## src/hdl/fcs_regs.svh

```systemverilog
// offsets, fields, keys, opcodes and timing units of the flash sequencer
`ifndef FCS_REGS_SVH
`define FCS_REGS_SVH
// internal flash window (1 MB) where the page latch aliases
`define FCS_FLASH_BASE 32'h0010_0000
`define FCS_FLASH_MASK 32'hFFF0_0000
// device register addresses
`define FCS_FMR_ADDR 32'hFFFF_FF60
`define FCS_FCR_ADDR 32'hFFFF_FF64
`define FCS_FSR_ADDR 32'hFFFF_FF68
// mode register implemented bits, reset value and fields
`define FCS_FMR_MASK 32'h00FF_038D
`define FCS_FMR_RST 32'h0000_0000
`define FCS_FMR_IE_RDY 0
`define FCS_FMR_IE_LOCK_ERROR_FLAG 2
`define FCS_FMR_IE_PROGRAMMING_ERROR_FLAG 3
`define FCS_FMR_NO_ERASE_BEFORE_PROGRAM 7
`define FCS_FMR_MICROSECOND_CYCLE_COUNT_LO 16
// command register fields
`define FCS_KEY 8'h5A
`define FCS_KEY_LO 24
`define FCS_PAGE_LO 8
// status register bit positions
`define FCS_FSR_RDY 0
`define FCS_FSR_LOCK_ERROR_FLAG 2
`define FCS_FSR_PROGRAMMING_ERROR_FLAG 3
`define FCS_FSR_SEC 4
`define FCS_FSR_GP_LO 8
`define FCS_FSR_LOCKS_LO 16
// opcodes
`define FCS_OP_NONE 4'h0
`define FCS_OP_WP 4'h1
`define FCS_OP_SLB 4'h2
`define FCS_OP_WPL 4'h3
`define FCS_OP_CLB 4'h4
`define FCS_OP_EA 4'h8
`define FCS_OP_SET_GENERAL_BIT_CMD 4'hB
`define FCS_OP_CLEAR_GENERAL_BIT_CMD 4'hD
`define FCS_OP_SSB 4'hF
// array organisation
`define FCS_GP_NUM 3
`define FCS_REGION_LO 6
// operation lengths in units of the microsecond cycle count
`define FCS_PERASE_UNITS 2000
`define FCS_PROG_UNITS 2000
`define FCS_EALL_UNITS 10000
`define FCS_NVM_UNITS 1000
// host-side register offsets
`define FCS_H_CMD 8'h00
`define FCS_H_MODE 8'h04
`define FCS_H_LATCH 8'h08
`define FCS_H_POLL 8'h0C
`define FCS_H_CTRL 8'h10
`endif

```

## src/hdl/fcs_pkg.sv

```systemverilog
// types shared by both ends of the flash sequencer
`include "fcs_regs.svh"
package fcs_pkg;
	typedef logic [31:0] fcs_word_t;
	typedef logic [9:0] fcs_page_t;
	typedef logic [5:0] fcs_widx_t;
	typedef logic [7:0] fcs_haddr_t;
	typedef logic [23:0] fcs_cnt_t;
	// sequencer states, one-hot
	typedef enum logic [4:0] {
		ST_IDLE = 5'b00001,
		ST_PERASE = 5'b00010,
		ST_PROG = 5'b00100,
		ST_NVM = 5'b01000,
		ST_EALL = 5'b10000
	} fcs_state_e;
endpackage

```

## src/hdl/fcs_bus_if.sv

```systemverilog
// bus and side wires joining processor end and flash controller end
`timescale 1ns/100ps
`include "fcs_regs.svh"
interface fcs_bus_if;
	logic [31:0] addr; // byte address
	logic [31:0] wdata; // write data
	logic wr; // write strobe
	logic rd; // read strobe
	logic [31:0] rdata; // read data, cycle after rd
	logic irq; // controller interrupt line
	logic erase_req; // external hardware erase level
	modport dev (input addr, wdata, wr, rd, erase_req, output rdata, irq);
	modport host (output addr, wdata, wr, rd, erase_req, input rdata, irq);
endinterface

```

## src/hdl/fcs_device.sv

```systemverilog
// flash controller end: page latch, command sequencer, lock and nvm bits
`timescale 1ns/100ps
`include "fcs_regs.svh"
// Notes on behaviour
// - master updates pages in aligned words
// - write-and-lock programs, then locks region
// - page latch aliases over whole flash
// - master never writes bytes or halfwords
// - master fills whole page before command
// - valid command starts, ready drops
// - completion raises ready and maybe interrupt
// - bad key or opcode flags error
// - write into locked region flags error
// - erase-all with locks refused, lock error
// - refused erase-all erases nothing
// - lock commands carry key and page
// - lock bits can be cleared again
// - stored lock bit inverse of status
// - reads allowed during nvm bit commands
// - out-of-range general bit does nothing
// - general bits set and clear individually
// - security bit blocks debug until external erase
// - external erase clears all, security in the same cycle
// - set-security raises ready, status shows it
// - opcode encodings shared by both ends
// - status read clears both error flags
// - page erased first unless no-erase set
module fcs_device #(
	parameter int unsigned PERASE_UNITS = `FCS_PERASE_UNITS,
	parameter int unsigned PROG_UNITS = `FCS_PROG_UNITS,
	parameter int unsigned EALL_UNITS = `FCS_EALL_UNITS,
	parameter int unsigned NVM_UNITS = `FCS_NVM_UNITS
) (
	// clock, reset, freeze
	input wire logic sys_clk,
	input wire logic rstn,
	input wire logic ce,
	// link from the processor end
	fcs_bus_if.dev bus,
	// flash array control
	output fcs_pkg::fcs_page_t arr_page,
	output logic arr_erase_page,
	output logic arr_prog_page,
	output logic arr_erase_all,
	input wire fcs_pkg::fcs_widx_t arr_word_idx,
	output fcs_pkg::fcs_word_t arr_word,
	// read_ok from the sequencer state, side effects of stored bits
	output logic read_ok,
	output logic debug_block,
	output logic [2:0] gp_bits
);
	import fcs_pkg::*;

	// operation length in cycles, minus one; zero count taken as one
	function automatic fcs_cnt_t dur(input logic [7:0] mc,
		input int unsigned units);
		logic [31:0] m;
		m = (mc == 8'h00) ? 32'h0000_0001 : {24'h00_0000, mc};
		return fcs_cnt_t'(m * units - 32'h0000_0001);
	endfunction

	fcs_word_t latch_q [64]; // page latch
	fcs_word_t fmr_q; // mode register
	logic ready_flag_q; // ready flag
	logic lock_error_flag_q; // lock error flag
	logic programming_error_flag_q; // programming error flag
	logic sec_q; // security bit
	logic [15:0] lock_q; // stored lock bits, 1 = unlocked
	logic [2:0] gp_q; // general bits
	fcs_state_e st_q; // sequencer state
	logic [3:0] op_q; // running opcode
	fcs_page_t page_q; // running page
	fcs_cnt_t cnt_q; // cycles left in the step
	logic ext_q; // erase came from the pin
	fcs_word_t rdata_q; // bus read data
	fcs_word_t word_q; // latch word to the array
	logic pe_q, pp_q, ea_q; // array pulses

	logic [7:0] microsecond_cycle_count; // microsecond cycle count
	logic [3:0] opc; // opcode field of a command write
	fcs_page_t pg; // page field of a command write
	logic fcr_wr, fsr_rd, idle, done, op_ok, key_ok;
	logic lock_hit, ea_hit, gp_bad, go, start, cmd_err;
	fcs_word_t fsr_val; // status word

	assign microsecond_cycle_count = fmr_q[`FCS_FMR_MICROSECOND_CYCLE_COUNT_LO +: 8];
	assign opc = bus.wdata[3:0];
	assign pg = bus.wdata[`FCS_PAGE_LO +: 10];
	assign fcr_wr = bus.wr && (bus.addr == `FCS_FCR_ADDR);
	assign fsr_rd = bus.rd && (bus.addr == `FCS_FSR_ADDR);
	assign idle = (st_q == ST_IDLE);
	assign done = !idle && (cnt_q == 24'h00_0000);
	assign key_ok = (bus.wdata[`FCS_KEY_LO +: 8] == `FCS_KEY);

	// opcode validity
	always_comb begin
		case (opc)
			`FCS_OP_WP, `FCS_OP_SLB, `FCS_OP_WPL, `FCS_OP_CLB,
			`FCS_OP_EA, `FCS_OP_SET_GENERAL_BIT_CMD, `FCS_OP_CLEAR_GENERAL_BIT_CMD,
			`FCS_OP_SSB: op_ok = 1'b1;
			default: op_ok = 1'b0;
		endcase
	end

	// command checks, taken in the cycle of the register write
	assign go = fcr_wr && key_ok && op_ok && idle && !bus.erase_req;
	assign lock_hit = (opc == `FCS_OP_WP || opc == `FCS_OP_WPL)
		&& !lock_q[pg[9:`FCS_REGION_LO]];
	assign ea_hit = (opc == `FCS_OP_EA) && (lock_q != 16'hFFFF);
	assign gp_bad = (opc == `FCS_OP_SET_GENERAL_BIT_CMD || opc == `FCS_OP_CLEAR_GENERAL_BIT_CMD)
		&& (pg >= 10'(`FCS_GP_NUM));
	assign start = go && !lock_hit && !ea_hit && !gp_bad;
	assign cmd_err = fcr_wr && (!key_ok || (!op_ok && opc != `FCS_OP_NONE)
		|| !idle || bus.erase_req);

	// status word, lock status is the inverse of the stored bit
	assign fsr_val = {~lock_q, 5'b0_0000, gp_q, 3'b000, sec_q, programming_error_flag_q,
		lock_error_flag_q, 1'b0, ready_flag_q};

	// interrupt line and side outputs
	assign bus.irq = (ready_flag_q && fmr_q[`FCS_FMR_IE_RDY])
		|| (lock_error_flag_q && fmr_q[`FCS_FMR_IE_LOCK_ERROR_FLAG])
		|| (programming_error_flag_q && fmr_q[`FCS_FMR_IE_PROGRAMMING_ERROR_FLAG]);
	assign read_ok = idle || (st_q == ST_NVM);
	assign debug_block = sec_q;
	assign gp_bits = gp_q;
	assign bus.rdata = rdata_q;
	assign arr_page = page_q;
	assign arr_erase_page = pe_q;
	assign arr_prog_page = pp_q;
	assign arr_erase_all = ea_q;
	assign arr_word = word_q;

	// page latch: low eight address bits only, so it repeats per page
	always_ff @(posedge sys_clk) begin
		if (ce && bus.wr
			&& ((bus.addr & `FCS_FLASH_MASK) == `FCS_FLASH_BASE)) begin
			latch_q[bus.addr[7:2]] <= bus.wdata;
		end
	end

	// latch word handed to the array
	always_ff @(posedge sys_clk) begin
		if (!rstn) begin
			word_q <= 32'h0000_0000;
		end else if (ce) begin
			word_q <= latch_q[arr_word_idx];
		end
	end

	// mode register and bus read data
	always_ff @(posedge sys_clk) begin
		if (!rstn) begin
			fmr_q <= `FCS_FMR_RST;
			rdata_q <= 32'h0000_0000;
		end else if (ce) begin
			if (bus.wr && bus.addr == `FCS_FMR_ADDR) begin
				fmr_q <= bus.wdata & `FCS_FMR_MASK;
			end
			rdata_q <= 32'h0000_0000;
			if (bus.rd) begin
				case (bus.addr)
					`FCS_FMR_ADDR: rdata_q <= fmr_q;
					`FCS_FSR_ADDR: rdata_q <= fsr_val;
					default: rdata_q <= 32'h0000_0000;
				endcase
			end
		end
	end

	// sequencer: state, opcode, page and step counter
	always_ff @(posedge sys_clk) begin
		if (!rstn) begin
			st_q <= ST_IDLE;
			op_q <= `FCS_OP_NONE;
			page_q <= 10'h000;
			cnt_q <= 24'h00_0000;
			ext_q <= 1'b0;
		end else if (ce) begin
			if (!idle && !done) begin
				cnt_q <= cnt_q - 24'h00_0001;
			end
			case (st_q)
				ST_IDLE: begin
					if (bus.erase_req) begin
						st_q <= ST_EALL;
						ext_q <= 1'b1;
						cnt_q <= dur(microsecond_cycle_count, EALL_UNITS);
					end else if (start) begin
						op_q <= opc;
						page_q <= pg;
						ext_q <= 1'b0;
						if (opc == `FCS_OP_WP || opc == `FCS_OP_WPL) begin
							if (fmr_q[`FCS_FMR_NO_ERASE_BEFORE_PROGRAM]) begin
								st_q <= ST_PROG;
								cnt_q <= dur(microsecond_cycle_count, PROG_UNITS);
							end else begin
								st_q <= ST_PERASE;
								cnt_q <= dur(microsecond_cycle_count, PERASE_UNITS);
							end
						end else if (opc == `FCS_OP_EA) begin
							st_q <= ST_EALL;
							cnt_q <= dur(microsecond_cycle_count, EALL_UNITS);
						end else begin
							st_q <= ST_NVM;
							cnt_q <= dur(microsecond_cycle_count, NVM_UNITS);
						end
					end
				end
				ST_PERASE: begin
					if (done) begin
						st_q <= ST_PROG;
						cnt_q <= dur(microsecond_cycle_count, PROG_UNITS);
					end
				end
				ST_PROG: begin
					if (done && op_q == `FCS_OP_WPL) begin
						st_q <= ST_NVM;
						cnt_q <= dur(microsecond_cycle_count, NVM_UNITS);
					end else if (done) begin
						st_q <= ST_IDLE;
					end
				end
				ST_NVM, ST_EALL: begin
					if (done) begin
						st_q <= ST_IDLE;
					end
				end
				default: begin
					st_q <= ST_IDLE;
				end
			endcase
		end
	end

	// one-cycle array strobes at the end of each erase and program step
	always_ff @(posedge sys_clk) begin
		if (!rstn) begin
			pe_q <= 1'b0;
			pp_q <= 1'b0;
			ea_q <= 1'b0;
		end else if (ce) begin
			pe_q <= done && (st_q == ST_PERASE);
			pp_q <= done && (st_q == ST_PROG);
			ea_q <= done && (st_q == ST_EALL);
		end
	end

	// lock, general and security bits, changed as a step ends
	always_ff @(posedge sys_clk) begin
		if (!rstn) begin
			lock_q <= 16'hFFFF;
			gp_q <= 3'b000;
			sec_q <= 1'b0;
		end else if (ce && done) begin
			if (st_q == ST_EALL && ext_q) begin
				lock_q <= 16'hFFFF;
				gp_q <= 3'b000;
				sec_q <= 1'b0;
			end else if (st_q == ST_NVM) begin
				case (op_q)
					`FCS_OP_SLB, `FCS_OP_WPL:
						lock_q[page_q[9:`FCS_REGION_LO]] <= 1'b0;
					`FCS_OP_CLB:
						lock_q[page_q[9:`FCS_REGION_LO]] <= 1'b1;
					`FCS_OP_SET_GENERAL_BIT_CMD: gp_q[page_q[1:0]] <= 1'b1;
					`FCS_OP_CLEAR_GENERAL_BIT_CMD: gp_q[page_q[1:0]] <= 1'b0;
					`FCS_OP_SSB: sec_q <= 1'b1;
					default: sec_q <= sec_q;
				endcase
			end
		end
	end

	// ready flag: falls on start, rises as the sequence returns to idle
	always_ff @(posedge sys_clk) begin
		if (!rstn) begin
			ready_flag_q <= 1'b1;
		end else if (ce) begin
			if (done && (st_q == ST_NVM || st_q == ST_EALL
				|| (st_q == ST_PROG && op_q != `FCS_OP_WPL))) begin
				ready_flag_q <= 1'b1;
			end else if (idle && (start || bus.erase_req)) begin
				ready_flag_q <= 1'b0;
			end
		end
	end

	// error flags: set wins over the clear by a status read
	always_ff @(posedge sys_clk) begin
		if (!rstn) begin
			lock_error_flag_q <= 1'b0;
			programming_error_flag_q <= 1'b0;
		end else if (ce) begin
			if (go && (lock_hit || ea_hit)) begin
				lock_error_flag_q <= 1'b1;
			end else if (fsr_rd) begin
				lock_error_flag_q <= 1'b0;
			end
			if (cmd_err) begin
				programming_error_flag_q <= 1'b1;
			end else if (fsr_rd) begin
				programming_error_flag_q <= 1'b0;
			end
		end
	end
endmodule

```

## src/flat_wrapper.sv

```systemverilog
// flat-port wrapper written by rule: the top's interface ports become plain ports
module fcs_device_flat import fcs_pkg::*;
#(
	parameter int unsigned PERASE_UNITS = `FCS_PERASE_UNITS,
	parameter int unsigned PROG_UNITS = `FCS_PROG_UNITS,
	parameter int unsigned EALL_UNITS = `FCS_EALL_UNITS,
	parameter int unsigned NVM_UNITS = `FCS_NVM_UNITS
)
  (sys_clk, rstn, ce, arr_page, arr_erase_page, arr_prog_page, arr_erase_all, arr_word_idx, arr_word, read_ok, debug_block, gp_bits, bus_addr, bus_wdata, bus_wr, bus_rd, bus_erase_req, bus_rdata, bus_irq);
  fcs_bus_if bus_i ();
  input wire logic sys_clk;
  input wire logic rstn;
  input wire logic ce;
  output fcs_pkg::fcs_page_t arr_page;
  output logic arr_erase_page;
  output logic arr_prog_page;
  output logic arr_erase_all;
  input wire fcs_pkg::fcs_widx_t arr_word_idx;
  output fcs_pkg::fcs_word_t arr_word;
  output logic read_ok;
  output logic debug_block;
  output logic [2:0] gp_bits;
  input wire logic [$bits(bus_i.addr)-1:0] bus_addr;
  input wire logic [$bits(bus_i.wdata)-1:0] bus_wdata;
  input wire logic [$bits(bus_i.wr)-1:0] bus_wr;
  input wire logic [$bits(bus_i.rd)-1:0] bus_rd;
  input wire logic [$bits(bus_i.erase_req)-1:0] bus_erase_req;
  output wire logic [$bits(bus_i.rdata)-1:0] bus_rdata;
  output wire logic [$bits(bus_i.irq)-1:0] bus_irq;
  assign bus_i.addr = bus_addr;
  assign bus_i.wdata = bus_wdata;
  assign bus_i.wr = bus_wr;
  assign bus_i.rd = bus_rd;
  assign bus_i.erase_req = bus_erase_req;
  assign bus_rdata = bus_i.rdata;
  assign bus_irq = bus_i.irq;
  fcs_device #(.PERASE_UNITS(PERASE_UNITS), .PROG_UNITS(PROG_UNITS), .EALL_UNITS(EALL_UNITS), .NVM_UNITS(NVM_UNITS)) u_core (.sys_clk(sys_clk), .rstn(rstn), .ce(ce), .bus(bus_i), .arr_page(arr_page), .arr_erase_page(arr_erase_page), .arr_prog_page(arr_prog_page), .arr_erase_all(arr_erase_all), .arr_word_idx(arr_word_idx), .arr_word(arr_word), .read_ok(read_ok), .debug_block(debug_block), .gp_bits(gp_bits));
endmodule
```

## config.mk

```make
export PLATFORM = sky130hd
export DESIGN_NAME = fcs_device_flat
export DESIGN_NICKNAME = d
export VERILOG_FILES = /design/src/hdl/fcs_pkg.sv /design/src/hdl/fcs_bus_if.sv /design/src/hdl/fcs_device.sv /design/src/flat_wrapper.sv
export VERILOG_INCLUDE_DIRS = /design/src /design/src/hdl
export SDC_FILE = /design/constraint.sdc
export NUM_CORES = 2
export LEC_CHECK = 0
export CORE_MARGIN = 2
export CORE_UTILIZATION = 57
export DETAILED_ROUTE_END_ITERATION = 6
export DONT_BUFFER_PORTS = 1
export PLACE_DENSITY = 0.81
export REMOVE_ABC_BUFFERS = 1
export SLEW_MARGIN = 20
export SYNTH_ARGS = -nofsm -noshare
export SYNTH_HDL_FRONTEND = slang
export SYNTH_SLANG_ARGS = --single-unit
```

## constraint.sdc

```tcl
create_clock -name sys_clk -period 8.1 [get_ports sys_clk]
set_input_delay 1.215 -clock sys_clk [delete_from_list [all_inputs] [get_ports sys_clk]]
set_output_delay 1.215 -clock sys_clk [all_outputs]
set_load 0.05 [all_outputs]
```

-- Word-level counts from Yosys, hierarchy flattened
Memories as Yosys holds them, arrays and structs flattened. A register that Yosys moved wholly into a read port is not among the register bits.
Cells that the tools add are included.
W data, S select, Z words.
- memory bits (read-only): 16
- word-level logic and storage cells: 187
- flip-flop bits (word level): 116
- output and inout port bits: 83
- memories kept: 2
- latch bits: 0
- bits of input ports: 76
- RAM bits: 2048
- memories (memory ; depth ; width ; read ports ; clocked after Yosys merged registers in ; write ports ; line ; source):
    u_core.latch_q ; 64 ; 32 ; 1 ; 1 ; 1 ; fcs_device.sv:62 ; fcs_word_t latch_q [64];
    (name not given) ; 16 ; 1 ; 1 ; 0 ; 0 ; fcs_device.sv:97 ; case (opc)
- equal/unequal tests: 25
- divide/modulo/power cells: 0
- $lt $le $gt $ge: 6
- multiply operators: 3
- reductions and logical operators: 79
- add/sub/neg operators: 4
- bitwise logic cells: 8
- shift operators: 0
- multiplexer cells: 44
- operators with widths (operator ; count):
    $mux W24 ; 7
    $eq A32 B32 Y1 const B ; 3
    $sub A24 B1 Y24 const B ; 4
    $pmux W24 S3 ; 1
    $pmux W32 S2 ; 1
    $mux W5 ; 7
    $logic_and A1 B1 Y1 ; 34
    $mul A32 B10 Y20 const B ; 1
    $mul A32 B7 Y20 const B ; 1
    $mul A32 B7 Y21 const B ; 1
    $mux W16 ; 2
    $mux W32 ; 1
    $not A16 Y16 ; 2
    $pmux W16 S2 ; 1
    $eq A4 B4 Y1 const B ; 6
    $logic_not A24 Y1 ; 1
    $pmux W5 S4 ; 1
    $and A16 B16 Y16 ; 1
    $ne A16 B16 Y1 const B ; 1
    $or A16 B16 Y16 ; 1
    $mux W1 ; 15
    $reduce_and A3 Y1 ; 5
    $eq A12 B1 Y1 const B ; 1
    $eq A4 B2 Y1 const B ; 3
    other kinds (35) ; 68

-- Longest topological paths before layout
- depth after elaboration: 13
- depth in mapped cells: 27
- gate-level depth less buffers: 25

-- Least setup slack after synthesis
No wires, ideal clock.
- path kind: register to register
- start: reg u_core.fmr_q[19]
- end: reg u_core.cnt_q[19]
- library setup time: 117 ps
- required time: 7983 ps
- buffers on the path: 2
- data arrival time: 6238 ps
- clock period less this slack: 6356 ps
- cell stages (with the launch flop): 28
- setup slack: 1744 ps
- cells stage by stage: dfxtp_1 > clkbuf_1 > inv_1 > ha_1 > nand4b_1 > or2_2 > nand2_1 > ha_1 > ha_1 > inv_1 > fa_1 > inv_1 > fa_1 > inv_1 > fa_1 > inv_1 > ha_1 > buf_6 > a21oi_1 > nand2_1 > or3_4 > a2111oi_4 > nand4b_1 > a2111o_1 > o221a_2 > a21oi_1 > o211ai_1 > a32o_1
- word-level cells in the longest chain between the ends: 9
- elaborated cells on any way between the ends: 15
- classes of those cells: add/sub: 3; mul: 3; mux: 8; reduce/logical: 1
- ends and longest elaborated chain (what ; line ; source):
    start: declaration ; fcs_device.sv:63 ; fcs_word_t fmr_q;
    start signal: assignment ; fcs_device.sv:154 ; fmr_q <= `FCS_FMR_RST;
    start signal: assignment ; fcs_device.sv:158 ; fmr_q <= bus.wdata & `FCS_FMR_MASK;
    $logic_not A8 Y1 ; fcs_device.sv:58 ; m = (mc == 8'h00) ? 32'h0000_0001 : {24'h00_0000, mc};
    $mux W8 (*) ; fcs_device.sv:58 ;
    $mul A32 B7 Y21 or $mul A32 B10 Y20 (tied branches) ; fcs_device.sv:59 ; return fcs_cnt_t'(m * units - 32'h0000_0001);
    $sub A24 B1 Y24 ; fcs_device.sv:59 ;
    $mux W24 ; fcs_device.sv:201 ; end else if (opc == `FCS_OP_EA) begin
    $mux W24 ; fcs_device.sv:193 ; if (opc == `FCS_OP_WP || opc == `FCS_OP_WPL) begin
    $mux W24 ; fcs_device.sv:189 ; end else if (start) begin
    $mux W24 ; fcs_device.sv:185 ; if (bus.erase_req) begin
    $pmux W24 S3 (*) ; fcs_device.sv:183 ; case (st_q)
    end signal: assignment ; fcs_device.sv:181 ; cnt_q <= cnt_q - 24'h00_0001;
    end signal: assignment ; fcs_device.sv:188 ; cnt_q <= dur(microsecond_cycle_count, EALL_UNITS);
    end signal: assignment ; fcs_device.sv:196 ; cnt_q <= dur(microsecond_cycle_count, PROG_UNITS);
    end: declaration ; fcs_device.sv:73 ; fcs_cnt_t cnt_q;
Every way passes the cells marked *; elsewhere a longest branch is shown, timed or not.
A chain may end at the register's enable or synchronous reset.

-- Worst setup path after layout
- start: reg u_core.fmr_q[19]
- end: reg u_core.cnt_q[22]
Same word-level chain as after synthesis.

==> impl_metrics.csv <==
group,metric,value,unit
run_status,status,"finished with violations",
run_status,violations,"design-rule violations",
detailed_routing,wire_per_inst,39.56,um
timing,setup_tns,0,ns
clocking,cts_hold_buf,0,
grt,grt_use_met3,9.195,%
yosys,yosys-top-cells-count,"2,048 x edfxtp_1, 677 x mux4_2, 183 x nor2_1",
detailed_routing,drc,10,
grt,grt_max_degree,513,
yosys,syn_avg_cell_area,20.38,um2
cells_and_area,drive_above_1_share,25.61,%
pwr,peakVddDrop,0.2992,mV
pwr,p_total,0.02315,W
detailed_routing,vias,48450,
clocking,cts_resized,0,
grt,grt_pass1_vias,48170,
worst_setup_path,cpMostUsedCell,"inv_1",
timing,finalWorstSetupSlack,0.9887,ns
pwr,p_seq_share,53.9,%
cells_and_area,postLayoutCoreUtil,63.35,%
floorplanning,pin_count,159,
yosys,postSynthCellCount,4372,
yosys,synth_area,89100,um2
clocking,clock-root-buffer,"clkbuf_16",
yosys,ys.flop_type,"edfxtp_1",
timing,fmax,140.6,MHz
clocking,clkTransAtPathRegs,0.07,ns
place,dp_hpwl,133800,um
yosys,synth_edf_count,2048,
floorplanning,initial_core_util,57.24,%
pwr,p_leak,31.23,nW
floorplanning,die_w,399.4,um
worst_setup_path,critPathCaptureType,"register",
floorplanning,coreArea,155700,um2
clocking,cts_sinks,2188,
yosys,synth_area_leaders,"edfxtp_1 69%, mux4_2 17%, dfxtp_1 3.1%, ha_1 1.2%, nor2_1 0.77%",
detailed_routing,drt_iter0_markers,8119,
timing,finalHoldViolCount,0,
worst_setup_path,arrival,7.87,ns
grt,overflow,0,
worst_setup_path,cp.required,8.86,ns
cells_and_area,nNetsFinal,4618,
detailed_routing,drt-pass1-iter-count,7,
yosys,yosys.area.top_type,"edfxtp_1",
yosys,synth_top_area_share,69.02,%
timing,period_share,87.79,%
worst_setup_path,worstPathMaxFanout,9,
pwr,p_sw,0.005079,W
timing,slew_headroom,4.315,%
worst_setup_path,cp-start-kind,"register",
pwr,p_clk_share,41.8,%
yosys,ys_ff_latch,2188,
detailed_routing,via_per_inst,7.255,
timing,rsz0062_at_grt,"no",
floorplanning,row_count,145,
floorplanning,die_h,399.4,um
grt,grtUsageMet2,53.00,%
job,drv_cap,0,
worst_setup_path,slowest_delay,0.51,ns
cells_and_area,multiInputGateArea,24090,um2
clocking,cts_buffers,204,
grt,grt_usage,33.17,%
grt,grt_pass1_wl,367300,um
timing,min_period,7.111,ns
clocking,cts_tree,"done",
floorplanning,die_area,159500,um2
place,pre_cts_ws,1.064,ns
pwr,p_sw_share,21.94,%
worst_setup_path,path_class,"register to register",
timing,timing.hold.ws,0.4434,ns
worst_hold_path,min-delay-path-class,"input port to register",
yosys,yosysSeqAreaShare,72.17,%
pwr,internal-power,0.01807,W
timing,tightest_slew,1.435,ns
yosys,yosys_warnings,0,
timing,drv_slew,0,
grt,busiest_layer,"met2",
place,place.port_buffers,0,
detailed_routing,postRouteAntennaNets,0,
clocking,insertion_delay,0.87,ns
worst_setup_path,cp.buffers_inverters,5,
clocking,postCtsSetupRepairBufs,0,
place,gp_congestion,0.9130,
clocking,htreeDepth,4,
clocking,clock_path_buffers,3,
yosys,synth.distinct_cells,102,
cells_and_area,fill_cells,9710,
yosys,synth_most_common_cell,"edfxtp_1",
pwr,power_density,234.7,nW/um2
timing,setup_violations,0,
grt,grt_use_met1,42.68,%
detailed_routing,routed_wirelength,264100,um
timing,clock_skew,0.05512,ns
cells_and_area,area_growth,10.67,%
worst_setup_path,crit_family,"adder cells",
pwr,p_comb_share,4.3,%
yosys,synth-async-reset-ratio,0,%
cells_and_area,regArea,64300,um2
worst_setup_path,critical_path.slowest_cell,"fa_1",
grt,antenna_found_initial,19,
## placed cells by master, fill, tap and decap left out, types with 16 or more instances in the layout
cell type / n
a21boi_0: 17
a21oi_1: 76
and2_1: 16
buf_4: 75
clkbuf_1: 44
clkbuf_16: 205
clkinv_1: 42
clkinv_2: 40
dfxtp_1: 140
edfxtp_1: 2048
fa_1: 28
ha_1: 83
inv_1: 78
mux2i_1: 57
mux4_2: 677
nand2_1: 138
nand3_1: 61
nand4_1: 20
nor2_1: 119
nor2_4: 65
nor2b_1: 77
nor3_1: 22
o21ai_0: 72
xnor2_1: 40
xor2_1: 22
## flip-flops by register name (all words and copies together) (netlist names), 3 cells and up
name,count
u_core.st_q,5
u_core.fmr_q,14
u_core.op_q,4
u_core.latch_q,2048
u_core.arr_word,32
u_core.gp_bits,3
u_core.arr_page,10
u_core.bus.rdata,24
u_core.lock_q,16
u_core.cnt_q,24
## kinds of logic after synthesis
family | synth area share (%)
other | 0.004209
and+or+nand+nor | 3.641
muxes | 17.76
xor gates and xnor gates | 0.6094
buffers and inverters | 1.390
adders and majority gates | 1.795
DFF | 72.17
AOI/OAI and AO/OA | 2.630
## final cells by class
class                           count  area share (%)
Antenna cell                       13         0.03299
Clock buffer                      257           5.463
Clock inverter                    125           1.241
Inverter                           81          0.3083
Multi-Input combinational cell   1876           24.43
Sequential cell                  2188           65.21
Tap cell                         2058           2.611
Timing Repair Buffer               80          0.7105
## worst register-to-register path, stage by stage, from the launching register on
cell	delay, ns
dfxtp_1	0.39
inv_1	0.23
ha_1	0.26
nand4b_1	0.24
or2_2	0.39
nand2_1	0.22
ha_1	0.31
ha_1	0.30
inv_1	0.05
fa_1	0.51
inv_1	0.05
fa_1	0.50
inv_1	0.05
fa_1	0.50
inv_1	0.04
ha_1	0.40
a21oi_1	0.22
nand2_1	0.11
or3_4	0.42
a211oi_4	0.40
nand4_2	0.26
a2111oi_4	0.51
a211o_1	0.19
o311ai_1	0.15
nand3b_1	0.20
a21oi_1	0.14
## metrics by stage
step	area [um2]	std cells
3_5_place_dp	91830	6278
6_report	98610	6678
3_3_place_gp	91830	6278
5_1_grt	98580	6665
4_1_cts	98440	6660
2_1_floorplan	88190	4145
## power groups by stage
stage | logic [W] | clock network (W) | registers (W)
final | 0.000993 | 0.00969 | 0.0125
after detailed placement | 0.000848 | 0 | 0.0127
after CTS | 0.000878 | 0.00965 | 0.0125
after global placement | 0.000833 | 0 | 0.0127
after floorplan | 0.000633 | 0 | 0.0127
after global routing | 0.00103 | 0.0100 | 0.0125
## layer usage
| metal | up-vias | share of wire (%) |
|---|---|---|
| li1 | 18260 | - |
| met1 | 25090 | 33 |
| met2 | 4314 | 49 |
| met3 | 762 | 13 |
| met4 | 20 | 5.3 |
| met5 | - | 0.048 |
## path summary, 6_finish.rpt
kind	start	to	slack [ns]	cells after the start
worst min-delay path	bus_wdata[5]	u_core.latch_q[54][5]	0.44	0
worst max register to register	u_core.fmr_q[19]	u_core.cnt_q[22]	0.99	25
worst max-delay path	u_core.fmr_q[19]	u_core.cnt_q[22]	0.99	25
worst min register to register	u_core.fmr_q[8]	u_core.fmr_q[8]	0.47	2
Note: power is estimated with default switching activity, not from simulation.
